==> src/logic/ppl_pkg.sv <==
// Shared constants, register map and carrier types for the phase pulse supervisor
package ppl_pkg;

  // Structure of the controller
  localparam int NPH = 12; // Phase pins
  localparam int NCH = 2; // Output channels

  // Core clock and derived timing
  localparam int CLK_HZ = 125_000_000;
  localparam int US_PER_S = 1_000_000;
  localparam int TICK_CYC = CLK_HZ / US_PER_S; // Cycles per microsecond tick
  localparam int HICCUP_MS = 25; // Default hiccup wait in milliseconds
  localparam int HICCUP_CYC_DEF = (CLK_HZ / 1000) * HICCUP_MS;

  // Register byte offsets on the Avalon-MM slave
  localparam logic [5:0] ADDR_OPTIONS = 6'h00;
  localparam logic [5:0] ADDR_PULSE = 6'h04;
  localparam logic [5:0] ADDR_BRAKE = 6'h08;
  localparam logic [5:0] ADDR_PHASES = 6'h0C;
  localparam logic [5:0] ADDR_COUNTS = 6'h10;
  localparam logic [5:0] ADDR_RESP = 6'h14;
  localparam logic [5:0] ADDR_DELAY = 6'h18;
  localparam logic [5:0] ADDR_MASK = 6'h1C;
  localparam logic [5:0] ADDR_STATUS = 6'h20;
  localparam logic [5:0] ADDR_CLEAR = 6'h24;

  // Clear-faults page codes
  localparam logic [7:0] PAGE_ALL = 8'hFF;

  // Fault response codes
  localparam logic [1:0] RSP_IGNORE = 2'h0;
  localparam logic [1:0] RSP_LATCH = 2'h1;
  localparam logic [1:0] RSP_HYST = 2'h2;
  localparam logic [1:0] RSP_HICCUP = 2'h3;

  // Status bits per channel
  localparam int ST_W = 6;
  localparam logic [7:0] CNT8_MAX = 8'hFF;
  localparam logic [15:0] CNT16_MAX = 16'hFFFF;
  localparam logic [4:0] ALL_PHASES = 5'h1F;

  // Software options; reset value all zero
  typedef struct packed {
    logic restart_target_select; // 1: restart to boot_target
    logic trunc_en; // Cut pulses on overshoot
    logic brake_en; // Tri-state phases on overshoot
    logic [NCH-1:0] chan_on; // Channel enable commands
  } ppl_opt_t;

  // Pulse limits in clock cycles
  typedef struct packed {
    logic [7:0] blank;
    logic [7:0] min_off;
    logic [7:0] min_on;
  } ppl_pulse_t;

  // Phase counts per channel
  typedef struct packed {
    logic [NCH-1:0][3:0] level_one_phase_count;
    logic [NCH-1:0][3:0] base_count;
  } ppl_counts_t;

  // Fault responses, two bits each
  typedef struct packed {
    logic [1:0] shared_rsp;
    logic [1:0] oc_rsp;
    logic [1:0] uv_rsp;
    logic [1:0] ov_rsp;
  } ppl_rsp_t;

  // Turn-on and turn-off delays in microseconds
  typedef struct packed {
    logic [15:0] toff_us;
    logic [15:0] ton_us;
  } ppl_dly_t;

  // Detector levels from the analog side, one bit per channel except the single shared fault bit
  typedef struct packed {
    logic shared_f;
    logic [NCH-1:0] uv_w;
    logic [NCH-1:0] ov_w;
    logic [NCH-1:0] oc_f;
    logic [NCH-1:0] uv_f;
    logic [NCH-1:0] ov_f;
    logic [NCH-1:0] undershoot_level_two;
    logic [NCH-1:0] undershoot_level_one;
    logic [NCH-1:0] dyn_integ_threshold;
    logic [NCH-1:0] overshoot_threshold;
  } ppl_det_t;

  // Channel sequencer states
  typedef enum logic [2:0] {
    CH_OFF, CH_TON, CH_RUN, CH_TOFF, CH_LATCH, CH_HYST, CH_HICCUP
  } ppl_ch_state_t;

endpackage

==> src/logic/ppl_top.sv <==
// Phase pulse limits, transient aids and fault sequencing for a dual-channel controller
//
// Behaviour
// - Pulses stay high at least min on-time unless truncated, braked or shut down
// - Phase stays low at least min off-time
// - Blanking interval between adjacent phase rising edges
// - Pulse rate capped by off-time and blanking
// - Dynamic integrator threshold selects alternate integrator
// - Level one undershoot adds configured extra phases
// - Level two undershoot enables all channel phases
// - Braking tri-states phases, ends by timeout
// - Truncation cuts running pulses on overshoot
// - Unmasked status bit drives alert active
// - Clear command, disable or power cycle clears
// - Channel fault stops one; shared stops both
// - Warnings flag status, never stop conversion
// - Ignored faults act exactly like warnings
// - Latch-off holds until host toggles enable
// - Hysteretic restarts when condition clears, with delay
// - Hiccup waits, retries with delay, forever
// - Latch-off and hiccup restarts choose last or boot target
// - Fault shutdown skips the turn-off delay
// - Shutdown fault drops power good
// - Restart into present fault re-trips at once
// - Overvoltage pulls low, undervoltage tri-states
//
// Register access over Avalon-MM and the address map were chosen for this implementation.
`timescale 1ns/1ps
module ppl_top import ppl_pkg::*; #(
  parameter int HICCUP_CYC = HICCUP_CYC_DEF
) (
  // Clock and reset
  input wire logic clk,
  input wire logic arst_n,
  // Avalon-MM register slave
  input wire logic [5:0] avs_address,
  input wire logic avs_read,
  input wire logic avs_write,
  input wire logic [31:0] avs_writedata,
  output logic [31:0] avs_readdata,
  output logic avs_waitrequest,
  // Pulse requests from the control loop
  input wire logic [NPH-1:0] pulse_req,
  // Asynchronous detector levels
  input wire ppl_det_t det_in,
  // Phase pins
  output logic [NPH-1:0] pwm_out,
  output logic [NPH-1:0] pwm_oe,
  output logic [NPH-1:0] phase_on,
  // Channel outputs
  output logic [NCH-1:0] power_good_out,
  output logic [NCH-1:0] integ_alt_sel,
  output logic [NCH-1:0] boot_target_sel,
  output logic alert_n
);

  localparam int DET_W = $bits(ppl_det_t);
  localparam logic [31:0] HIC_LAST = 32'(HICCUP_CYC - 1);
  localparam logic [6:0] TICK_LAST = 7'(TICK_CYC - 1);

  logic [1:0] rst_q; // Reset release chain
  logic rst_n; // Synchronous copy of reset
  logic [DET_W-1:0] s1, s2, s3, sflt; // Detector synchronisers
  ppl_det_t det; // Filtered detector levels
  ppl_opt_t opt; // assorted_options register
  ppl_pulse_t pcfg; // Pulse limits
  logic [15:0] brake_to; // Braking timeout in cycles
  logic [NPH-1:0] phase_en; // Populated phases
  logic [NPH-1:0] phase_chan; // Channel of each phase
  ppl_counts_t cnts; // Phase counts
  ppl_rsp_t rsp; // Fault responses
  ppl_dly_t dly; // Turn-on/off delays
  logic [NCH*ST_W-1:0] mask; // Alert mask
  logic [NCH*ST_W-1:0] status; // Latched status
  logic wr_take, rd_take; // Accepted bus access
  logic [6:0] tick_cnt; // Microsecond divider
  logic tick; // One-cycle microsecond pulse
  logic [NPH-1:0] pwm_q; // Internal pulse state
  logic [7:0] pcnt [NPH]; // Cycles since last edge
  logic [NPH-1:0] cand, fire, active;
  logic [4:0] limit [NCH]; // Active phase count per channel
  logic [NCH-1:0] conv, braking, trunc_cut, drv_low, fault_st, fire_ch, clr;
  logic [7:0] bl_cnt [NCH]; // Cycles since channel rising edge
  ppl_ch_state_t state [NCH];

  // Reset release through two flops
  always_ff @(posedge clk or negedge arst_n) begin
    if (!arst_n) begin
      rst_q <= 2'h0;
    end else begin
      rst_q <= {rst_q[0], 1'b1};
    end
  end
  assign rst_n = rst_q[1];

  // Three-flop synchroniser; a change counts once stages two and three agree
  for (genvar b = 0; b < DET_W; b++) begin : g_sync
    always_ff @(posedge clk or negedge arst_n) begin
      if (!arst_n) begin
        s1[b] <= 1'b0;
        s2[b] <= 1'b0;
        s3[b] <= 1'b0;
        sflt[b] <= 1'b0;
      end else begin
        s1[b] <= det_in[b];
        s2[b] <= s1[b];
        s3[b] <= s2[b];
        if (s2[b] == s3[b]) begin
          sflt[b] <= s3[b];
        end
      end
    end
  end
  assign det = ppl_det_t'(sflt);

  // Microsecond tick for the turn-on and turn-off delays
  always_ff @(posedge clk) begin
    if (!rst_n || tick_cnt == TICK_LAST) begin
      tick_cnt <= 7'h00;
    end else begin
      tick_cnt <= tick_cnt + 7'h01;
    end
  end
  assign tick = (tick_cnt == TICK_LAST);

  // Bus handshake: one wait cycle, then the access is taken
  always_ff @(posedge clk) begin
    if (!rst_n) begin
      avs_waitrequest <= 1'b1;
    end else if (!avs_waitrequest) begin
      avs_waitrequest <= 1'b1;
    end else if (avs_read || avs_write) begin
      avs_waitrequest <= 1'b0;
    end
  end
  assign wr_take = avs_write && !avs_waitrequest;
  assign rd_take = avs_read && avs_waitrequest;

  // Read data is loaded while waitrequest is still high, so it stands at the taking edge
  always_ff @(posedge clk) begin
    if (!rst_n) begin
      avs_readdata <= 32'h0000_0000;
    end else if (rd_take) begin
      case (avs_address)
        ADDR_OPTIONS: avs_readdata <= 32'(opt);
        ADDR_PULSE: avs_readdata <= 32'(pcfg);
        ADDR_BRAKE: avs_readdata <= 32'(brake_to);
        ADDR_PHASES: avs_readdata <= 32'({phase_chan, phase_en});
        ADDR_COUNTS: avs_readdata <= 32'(cnts);
        ADDR_RESP: avs_readdata <= 32'(rsp);
        ADDR_DELAY: avs_readdata <= dly;
        ADDR_MASK: avs_readdata <= 32'(mask);
        ADDR_STATUS: avs_readdata <= 32'({braking, power_good_out, status});
        default: avs_readdata <= 32'h0000_0000; // Unmapped reads zero
      endcase
    end
  end

  // Configuration writes; the clear register holds nothing
  always_ff @(posedge clk) begin
    if (!rst_n) begin
      opt <= '0;
      pcfg <= '0;
      brake_to <= 16'h0000;
      phase_en <= '0;
      phase_chan <= '0;
      cnts <= '0;
      rsp <= '0;
      dly <= '0;
      mask <= '0;
    end else if (wr_take) begin
      case (avs_address)
        ADDR_OPTIONS: opt <= ppl_opt_t'(avs_writedata[$bits(ppl_opt_t)-1:0]);
        ADDR_PULSE: pcfg <= ppl_pulse_t'(avs_writedata[$bits(ppl_pulse_t)-1:0]);
        ADDR_BRAKE: brake_to <= avs_writedata[15:0];
        ADDR_PHASES: {phase_chan, phase_en} <= avs_writedata[2*NPH-1:0];
        ADDR_COUNTS: cnts <= ppl_counts_t'(avs_writedata[$bits(ppl_counts_t)-1:0]);
        ADDR_RESP: rsp <= ppl_rsp_t'(avs_writedata[$bits(ppl_rsp_t)-1:0]);
        ADDR_DELAY: dly <= avs_writedata;
        ADDR_MASK: mask <= avs_writedata[NCH*ST_W-1:0];
        default: ; // Writes elsewhere are dropped
      endcase
    end
  end

  // Active phase count: undershoot levels override the shed count
  always_comb begin
    for (int c = 0; c < NCH; c++) begin
      if (det.undershoot_level_two[c]) begin
        limit[c] = ALL_PHASES;
      end else if (det.undershoot_level_one[c]) begin
        limit[c] = {1'b0, cnts.base_count[c]} + {1'b0, cnts.level_one_phase_count[c]};
      end else begin
        limit[c] = {1'b0, cnts.base_count[c]};
      end
    end
  end

  // Rank populated phases within their channel; lower ranks stay active when shedding
  always_comb begin
    logic [4:0] k0;
    logic [4:0] k1;
    k0 = 5'h00;
    k1 = 5'h00;
    active = '0;
    for (int i = 0; i < NPH; i++) begin
      if (phase_en[i] && phase_chan[i]) begin
        active[i] = (k1 < limit[1]);
        k1 = k1 + 5'h01;
      end else if (phase_en[i]) begin
        active[i] = (k0 < limit[0]);
        k0 = k0 + 5'h01;
      end
    end
  end

  // One rising edge per channel per cycle, lowest phase first
  always_comb begin
    fire = '0;
    fire_ch = '0;
    for (int i = 0; i < NPH; i++) begin
      if (cand[i] && !fire_ch[phase_chan[i]]) begin
        fire[i] = 1'b1;
        fire_ch[phase_chan[i]] = 1'b1;
      end
    end
  end

  // Per-phase pulse shaping
  for (genvar g = 0; g < NPH; g++) begin : g_phase
    logic ch; // Channel of this phase
    logic stop; // Forced end of pulse
    assign ch = phase_chan[g];
    // Off-time and blanking gate the next rising edge, which caps the rate
    assign cand[g] = pulse_req[g] && active[g] && conv[ch] && !braking[ch] && !pwm_q[g]
      && pcnt[g] >= pcfg.min_off && bl_cnt[ch] >= pcfg.blank;
    // Truncation and shutdown override the minimum on-time on purpose
    assign stop = trunc_cut[ch] || !conv[ch] || braking[ch];

    always_ff @(posedge clk) begin
      if (!rst_n) begin
        pwm_q[g] <= 1'b0;
        pcnt[g] <= CNT8_MAX;
      end else if (pwm_q[g] && (stop || (!pulse_req[g] && pcnt[g] >= pcfg.min_on))) begin
        pwm_q[g] <= 1'b0;
        pcnt[g] <= 8'h01;
      end else if (fire[g]) begin
        pwm_q[g] <= 1'b1;
        pcnt[g] <= 8'h01;
      end else if (pcnt[g] != CNT8_MAX) begin
        pcnt[g] <= pcnt[g] + 8'h01;
      end
    end

    // Pin drive: overvoltage fault pulls low, truncation keeps the pin driven low, other stops float
    always_ff @(posedge clk) begin
      if (!rst_n) begin
        pwm_out[g] <= 1'b0;
        pwm_oe[g] <= 1'b0;
        phase_on[g] <= 1'b0;
      end else begin
        pwm_out[g] <= pwm_q[g] && conv[ch] && !braking[ch];
        pwm_oe[g] <= phase_en[g] && ((conv[ch] && !braking[ch])
          || (fault_st[ch] && drv_low[ch]));
        phase_on[g] <= active[g] && conv[ch];
      end
    end

  end

  // Per-channel sequencing, braking, status and blanking
  for (genvar c = 0; c < NCH; c++) begin : g_chan
    logic ovf, uvf, ocf, shf, flt; // Faults that are not ignored
    logic [1:0] act; // Response of the active fault
    logic [31:0] cnt; // Delay and hiccup counter
    logic [15:0] bcnt; // Braking time
    logic bdone; // Braking ended by timeout or shutdown during this overshoot
    logic os_d; // Overshoot delayed for edge
    logic [ST_W-1:0] set; // Status events this cycle
    logic dis; // Host disables the channel

    assign ovf = det.ov_f[c] && rsp.ov_rsp != RSP_IGNORE;
    assign uvf = det.uv_f[c] && rsp.uv_rsp != RSP_IGNORE;
    assign ocf = det.oc_f[c] && rsp.oc_rsp != RSP_IGNORE;
    assign shf = det.shared_f && rsp.shared_rsp != RSP_IGNORE;
    // Warnings never enter flt, so they cannot stop conversion
    assign flt = ovf || uvf || ocf || shf;
    assign act = ovf ? rsp.ov_rsp : uvf ? rsp.uv_rsp : ocf ? rsp.oc_rsp : rsp.shared_rsp;
    assign conv[c] = (state[c] == CH_RUN) || (state[c] == CH_TOFF);
    assign fault_st[c] = (state[c] == CH_LATCH) || (state[c] == CH_HYST)
      || (state[c] == CH_HICCUP);
    assign trunc_cut[c] = opt.trunc_en && det.overshoot_threshold[c] && !os_d;
    assign dis = wr_take && avs_address == ADDR_OPTIONS && opt.chan_on[c]
      && !avs_writedata[c];
    assign clr[c] = dis || (wr_take && avs_address == ADDR_CLEAR
      && (avs_writedata[7:0] == PAGE_ALL || avs_writedata[7:0] == 8'(c)));
    assign set = {det.uv_w[c], det.ov_w[c], det.shared_f, det.oc_f[c], det.uv_f[c], det.ov_f[c]};

    // Channel sequencer; every fault path bypasses the turn-off delay
    always_ff @(posedge clk) begin
      if (!rst_n) begin
        state[c] <= CH_OFF;
        cnt <= 32'h0000_0000;
        drv_low[c] <= 1'b0;
        boot_target_sel[c] <= 1'b1; // Cold start uses the boot target
      end else begin
        case (state[c])
          CH_OFF: begin
            cnt <= 32'h0000_0000;
            if (opt.chan_on[c]) begin
              state[c] <= CH_TON;
            end
          end
          CH_TON, CH_RUN, CH_TOFF: begin
            if (flt) begin
              // A restart into a standing fault trips again here
              state[c] <= act == RSP_LATCH ? CH_LATCH : act == RSP_HYST ? CH_HYST
                : CH_HICCUP;
              drv_low[c] <= ovf;
              cnt <= 32'h0000_0000;
            end else if (state[c] == CH_TON) begin
              if (!opt.chan_on[c]) begin
                state[c] <= CH_OFF;
              end else if (cnt >= 32'(dly.ton_us)) begin
                state[c] <= CH_RUN;
                cnt <= 32'h0000_0000;
              end else if (tick) begin
                cnt <= cnt + 32'h0000_0001;
              end
            end else if (state[c] == CH_RUN) begin
              if (!opt.chan_on[c]) begin
                state[c] <= CH_TOFF;
              end
            end else if (opt.chan_on[c]) begin
              state[c] <= CH_RUN;
              cnt <= 32'h0000_0000;
            end else if (cnt >= 32'(dly.toff_us)) begin
              state[c] <= CH_OFF;
            end else if (tick) begin
              cnt <= cnt + 32'h0000_0001;
            end
          end
          CH_LATCH: begin
            if (!opt.chan_on[c]) begin
              state[c] <= CH_OFF;
              boot_target_sel[c] <= opt.restart_target_select;
            end
          end
          CH_HYST: begin
            if (!opt.chan_on[c]) begin
              state[c] <= CH_OFF;
            end else if (!flt) begin
              state[c] <= CH_TON;
            end
          end
          CH_HICCUP: begin
            if (!opt.chan_on[c]) begin
              state[c] <= CH_OFF;
            end else if (cnt >= HIC_LAST) begin
              state[c] <= CH_TON;
              cnt <= 32'h0000_0000;
              boot_target_sel[c] <= opt.restart_target_select;
            end else begin
              cnt <= cnt + 32'h0000_0001;
            end
          end
          default: state[c] <= CH_OFF;
        endcase
      end
    end

    // Diode braking, limited per overshoot event by the timeout
    always_ff @(posedge clk) begin
      if (!rst_n) begin
        braking[c] <= 1'b0;
        bcnt <= 16'h0000;
        bdone <= 1'b0;
        os_d <= 1'b0;
      end else begin
        os_d <= det.overshoot_threshold[c];
        if (braking[c]) begin
          if (!det.overshoot_threshold[c] || bcnt >= brake_to || !conv[c]) begin
            braking[c] <= 1'b0;
            bdone <= det.overshoot_threshold[c];
          end else if (bcnt != CNT16_MAX) begin
            bcnt <= bcnt + 16'h0001;
          end
        end else if (opt.brake_en && det.overshoot_threshold[c] && !bdone && conv[c]
          && brake_to != 16'h0000) begin
          braking[c] <= 1'b1;
          bcnt <= 16'h0001;
        end else if (!det.overshoot_threshold[c]) begin
          bdone <= 1'b0;
        end
      end
    end

    // Sticky status; a new event wins over a clear in the same cycle
    always_ff @(posedge clk) begin
      if (!rst_n) begin
        status[c*ST_W +: ST_W] <= '0;
      end else begin
        status[c*ST_W +: ST_W] <= (status[c*ST_W +: ST_W] & ~{ST_W{clr[c]}})
          | set;
      end
    end

    // Blanking counter restarts on any rising edge in the channel
    always_ff @(posedge clk) begin
      if (!rst_n) begin
        bl_cnt[c] <= CNT8_MAX;
      end else if (fire_ch[c]) begin
        bl_cnt[c] <= 8'h01;
      end else if (bl_cnt[c] != CNT8_MAX) begin
        bl_cnt[c] <= bl_cnt[c] + 8'h01;
      end
    end

    // Power good and integrator select
    always_ff @(posedge clk) begin
      if (!rst_n) begin
        power_good_out[c] <= 1'b0;
        integ_alt_sel[c] <= 1'b0;
      end else begin
        power_good_out[c] <= (state[c] == CH_RUN);
        integ_alt_sel[c] <= det.dyn_integ_threshold[c];
      end
    end

  end

  // Alert: any unmasked latched status bit pulls the line active
  always_ff @(posedge clk) begin
    if (!rst_n) begin
      alert_n <= 1'b1;
    end else begin
      alert_n <= ~|(status & ~mask);
    end
  end
endmodule

==> config.mk <==
export PLATFORM = sky130hd
export DESIGN_NAME = ppl_top
export DESIGN_NICKNAME = d
export VERILOG_FILES = /design/src/logic/ppl_pkg.sv /design/src/logic/ppl_top.sv
export SDC_FILE = /design/constraint.sdc
export NUM_CORES = 2
export LEC_CHECK = 0
export BUFFER_PORTS_ARGS = -buffer_cell sky130_fd_sc_hd__clkbuf_2
export CAP_MARGIN = 5
export CORE_MARGIN = 5
export CORE_UTILIZATION = 40
export CTS_BUF_LIST = sky130_fd_sc_hd__clkbuf_8
export DETAILED_ROUTE_END_ITERATION = 12
export HOLD_SLACK_MARGIN = 0.05
export PLACE_DENSITY = 0.62
export SLEW_MARGIN = 30
export SYNTH_ARGS = -nofsm -noshare
export SYNTH_HDL_FRONTEND = slang
export SYNTH_SLANG_ARGS = --single-unit
==> constraint.sdc <==
create_clock -name clk -period 10.6 [get_ports clk]
set_input_delay 0.53 -clock clk [delete_from_list [all_inputs] [get_ports clk]]
set_output_delay 0.53 -clock clk [all_outputs]
set_load 0.01 [all_outputs]
# After elaboration in Yosys (flattened, before gate mapping)
# Memory sizes are Yosys's and may differ from the RTL's. A register that Yosys moved wholly into a read port is not among the register bits.
# Index checks and enable logic that the tools add are counted.
# op_classes
n_addsub	41
order_cmp	92
eq_ne	85
muxes	691
bitwise	86
reduce_logical	427
# ops
operator	count
32-bit two-way mux	20
1-bit two-way mux	524
8-bit two-way mux	40
8-bit >= comparator	36
32-bit case mux with 9 select lines	1
1-bit logical AND	233
32-bit case mux with 3 select lines	2
5-bit two-way mux	34
32-bit by 16-bit >= comparator with 1-bit output	4
16-bit two-way mux	8
8-bit by 1-bit adder with 8-bit output, second input constant	14
8-bit != test, second input constant	14
5-bit less-than comparator	22
5-bit by 1-bit adder with 5-bit output, second input constant	20
3-bit two-way mux	26
1-bit zero test	73
1-bit logical OR	70
1-bit bitwise OR	66
32-bit by 1-bit adder with 32-bit output, second input constant	2
32-bit by 22-bit >= comparator with 1-bit output, second input constant	2
2-bit two-way mux	22
16-bit by 1-bit adder with 16-bit output, second input constant	2
16-bit >= comparator	2
16-bit != test, second input constant	2
other kinds (45)	183
# word_totals
register_bits	426
ram_bits	118
inputBits	73
out_inout_bits	76
word_cells	1595
memories	3
# mem_list
memory	words	word_bits	rd	rd_ports_with_merged_regs	wr	line	text
pcnt	12	8	12	0	12	ppl_top.sv:79	logic [7:0] pcnt [NPH];
bl_cnt	2	8	14	12	2	ppl_top.sv:83	logic [7:0] bl_cnt [NCH];
state	2	3	2	0	2	ppl_top.sv:84	ppl_ch_state_t state [NCH];

# Depth between registers and ports, before layout
# logic_depth
depth_word	75
ltp_mapped	37
mapped_depth_nobuf	37

# Worst setup path before layout
# Ideal clock, no wire load.
# synth_path
path_type	reg2reg
startpoint	register phase_en[0]
endpoint	memory pcnt[11][0], in the netlist pcnt[2][24], enable pin
setup_ns	0.306
t_arrival_ns	8.345
required_time_ns	10.294
path_slack_ns	1.950
path_stages_with_launch	38
n_path_buf	0
period_less_slack_ns	8.650
cell_sequence	dfxtp_1 nor2b_1 ha_1 a21bo_2 and2_4 clkinv_2 ha_1 nand2_1 nand2_1 ha_1 nor2_1 a31oi_1 ha_1 or3b_2 o31ai_1 a31oi_1 ha_1 mux2_2 [2 not listed] ha_1 mux2i_1 inv_1 ha_1 nand2_1 o21ai_0 ha_1 nand2_1 xnor2_1 ha_1 a21o_1 a2111oi_0 nand2_1 o31ai_1 a311oi_1 o311ai_1 a21oi_2 or4_1
# synth_lines
item	line	text
start: declaration	ppl_top.sv:68	logic [NPH-1:0] phase_en;
start signal: assignment	ppl_top.sv:176	ADDR_PHASES: {phase_chan, phase_en} <= avs_writedata[2*NPH-1:0];
end: declaration	ppl_top.sv:79	

==> key figures <==
Outcome
  • Status: complete, no violations

Floorplanning
  • Boundary pin count: 149
  • Starting density of the core: 40.4%
  • Die Area: 102000 µm²
  • Core Box Area: 95200 µm²
  • Row count: 113
  • Die Width: 320 µm
  • Die height: 320 µm

Timing
  • Final setup fails: 0
  • Final slew viol count: 0
  • Relative slew slack: 27.6%
  • Final Hold Viols: 0
  • RSZ-0062 raised after global routing: no
  • Clock Skews: 0.0567 ns
  • Period utilization: 93.5%
  • Tmin final: 9.91 ns
  • Worst Setup Slack, final: 0.688 ns
  • Worst slew pin tran: 1.08 ns
  • Max Fclk: 101 MHz
  • Post-route setup TNS: 0 ns

Power and ir drop
  • Leak Pwr: 17.3 nW
  • Peak VDD IR: 0.000144 V
  • PD cells: 165 nW/µm²

Worst setup path
  • CP max stage delay: 0.69 ns
  • Endpoint class of the critical path: flip-flop
  • Critical path fanouts, max: 16
  • Reg2reg path depth: 37
  • Arr. time, crit path: 10.33 ns
  • Crit Path Category: reg -> reg
  • Slowest cell on crit path: a2111oi_0
  • Worst R2R End: pcnt[2][26]
  • R2R Path Start: phase_chan[0]
  • Top cell by count, worst path: ha_1
  • Critical path launch point type: flip-flop
  • R2r setup slk: 0.69 ns
  • WP data required: 11.02 ns

Clocking
  • CTS Buf Count: 100
  • CTS sink cnt: 556
  • PostCTS Resize Cnt: 0
  • CTS Buffer Depth: 3
  • Clock slew at reported path FFs: 0.07 ns
  • CTS tree: yes
  • Worst-Skew Late Latency: 0.76 ns
  • Clk Tree Root Cell: clkbuf_8
  • H-tree levels: 3

Min path
  • Hold Path Class: in -> async

Synth
  • Post-Synth Adder-Cell Area: 16.9%
  • Mapped Cells: 4385
  • Synthesis Warnings: 0
  • #FFs+latches synth: 556
  • XOR/XNOR share of the synthesized area: 4.33%
  • Mapped cell area: 38400 µm²
  • Synth Area in Simple Gates: 18.8%
  • EDFF count, synth: 118
  • Syn avg cell area: 8.77 µm²
  • Synth unique cells: 106
  • Ys flop type: dfxtp_1
  • Ys async rst share: 14.0%
  • Synth Area in Compound Gates: 19.1%
  • Largest family of logic cells by synthesized area: compound AO/OA/AOI/OAI gates
  • Mux contribution to synthesized area: 3.94%
  • Seq/Total Area, Yosys: 33.0%

Route
  • Routed Antenna Nets: 0
  • Via density: 5.89
  • Max Used Layer: met4
  • DR WL met2: 56600 µm
  • Post-Route WL: 129000 µm
  • DR DRC count: 0
  • Initial DRC count: 3533
  • DR WL met3: 10100 µm
  • Wl on met1: 56300 µm
  • Via count: 34605
  • Drt wl/cell: 22.0 µm
  • First-pass detailed-route iteration total: 6

Final layout
  • Most common cell after layout, fill and taps aside: ha_1
  • Most frequent cells in the layout: 502 x ha_1, 496 x nand2_1, 402 x a21oi_1
  • Layout Area Growth over Synthesis: 11.8%
  • Final core occ: 45.2%
  • Layout cells sized above 1: 11.6%
  • Nets: 5101

Run
  • Max Cap Viol: 0

GRT
  • Global route overflow: 0
  • Total track usage: 24.1%
  • First-pass GRT wire length: 195000 µm
  • Initial antenna violation count: 5
  • Vias in the first global route: 32218
  • Largest net degree at the start of global routing: 118

Placement
  • Routability Congestion: 0.936
  • PortBufs: 148
  • Post-place setup slack: 0.896 ns
  • Detail Placement HPWL: 94600 µm
## cell families after synthesis
| kind of cell | Yosys count |
|---|---|
| compound gates | 1145 |
| xor+xnor | 161 |
| fa+ha+maj | 523 |
| buf+inv | 384 |
| flops | 556 |
| mux | 139 |
| other cells | 2 |
| simple gates | 1475 |
## cells in the mapped netlist (all sizes together) (33+ instances only)
cell type / number / share of area (%)
a21oi: 404 / 5.3
nand2: 497 / 4.9
xnor2: 93 / 2.4
inv: 179 / 1.8
a211oi: 54 / 1.1
dfxtp: 360 / 19
edfxtp: 118 / 9.2
nor2b: 46 / 0.75
xor2: 60 / 1.5
dfrtp: 78 / 5.1
mux2: 96 / 2.8
nor2: 271 / 2.7
nor4: 40 / 0.65
mux2i: 43 / 1.1
nor3: 68 / 0.90
ha: 502 / 16
a31oi: 33 / 0.54
nand4: 55 / 0.91
nand3: 163 / 2.1
and3: 102 / 1.7
o211ai: 37 / 0.72
clkbuf: 180 / 1.8
nand2b: 74 / 1.2
o21ai: 206 / 2.7
a21o: 149 / 2.9
## where the power goes
group | internal, mW | switching (mW)
Clock | 1.16 | 1.00
Combinational | 0.897 | 1.21
Sequential | 2.43 | 0.366
Total | 4.49 | 2.58
## metrics by stage
stage | instances | cell area (µm²) | power, mW | hold WS, ns
after floorplan | 4386 | 38400 | 4.24 | 0.234
after global placement | 5656 | 40500 | 4.84 | 0.332
after detailed placement | 5656 | 40500 | 4.89 | 0.335
after CTS | 5875 | 42900 | 7.08 | 0.101
after global routing | 5877 | 43000 | 7.51 | 0.133
final | 5878 | 43000 | 7.07 | 0.156
## worst max-delay path, delay by kind of cell (launching register included)
family	cells	cell delay, ns
fa+ha+maj	10	2.98
compound gates	11	2.78
simple gates	10	1.88
mux	3	0.81
flops	1	0.62
xor+xnor	1	0.35
buf+inv	2	0.17
## state kept, by name (all words and copies together), names as in the netlist, 16 cells and up, named ones only
| name | count |
|---|---|
| det | 19 |
| cnts | 16 |
| s3 | 19 |
| pcnt | 96 |
| pcfg | 24 |
| brake_to | 16 |
| s2 | 19 |
| avs_readdata | 32 |
| s1 | 19 |
| g_chan.cnt | 64 |
| g_chan.bcnt | 32 |
| dly | 32 |
| bl_cnt | 16 |
## worst max-delay path by stage
stage                  start     endpoint  slack (ns)  depth (start not counted)
2_1_floorplan    phase_en[0]  pcnt[2][24]        1.95                         37
3_3_place_gp   phase_chan[0]  pcnt[2][28]        0.95                         37
4_1_cts        phase_chan[0]  pcnt[2][26]        0.86                         35
6_report       phase_chan[0]  pcnt[2][26]        0.69                         37
5_1_grt        phase_chan[0]  pcnt[2][30]        0.18                         37
3_5_place_dp   phase_chan[0]  pcnt[2][26]        0.90                         35
## cell type report
class | count | area, µm²
antenna | 2 | 5.00
inverter | 180 | 687
clock buffer | 119 | 1640
tap | 1265 | 1580
clock inverter | 70 | 498
fill | 9279 | 52200
sequential | 556 | 12700
multi-input combinational | 3446 | 24300
timing repair buffer | 240 | 1510
## per-layer routing
metal	vias up	GRT usage (%)
met3	339	4.14
li1	16419	-
met4	0	9.67
met1	16461	33.2
met2	1386	37.8
met5	-	0
## what timing repair did
action / 4_1_cts / 5_1_grt
setup buffers: 0 / 0
hold buffers: 30 / 0
endpoints found under the hold margin: 38 / 0
Note: power is estimated with default switching activity, not from simulation.
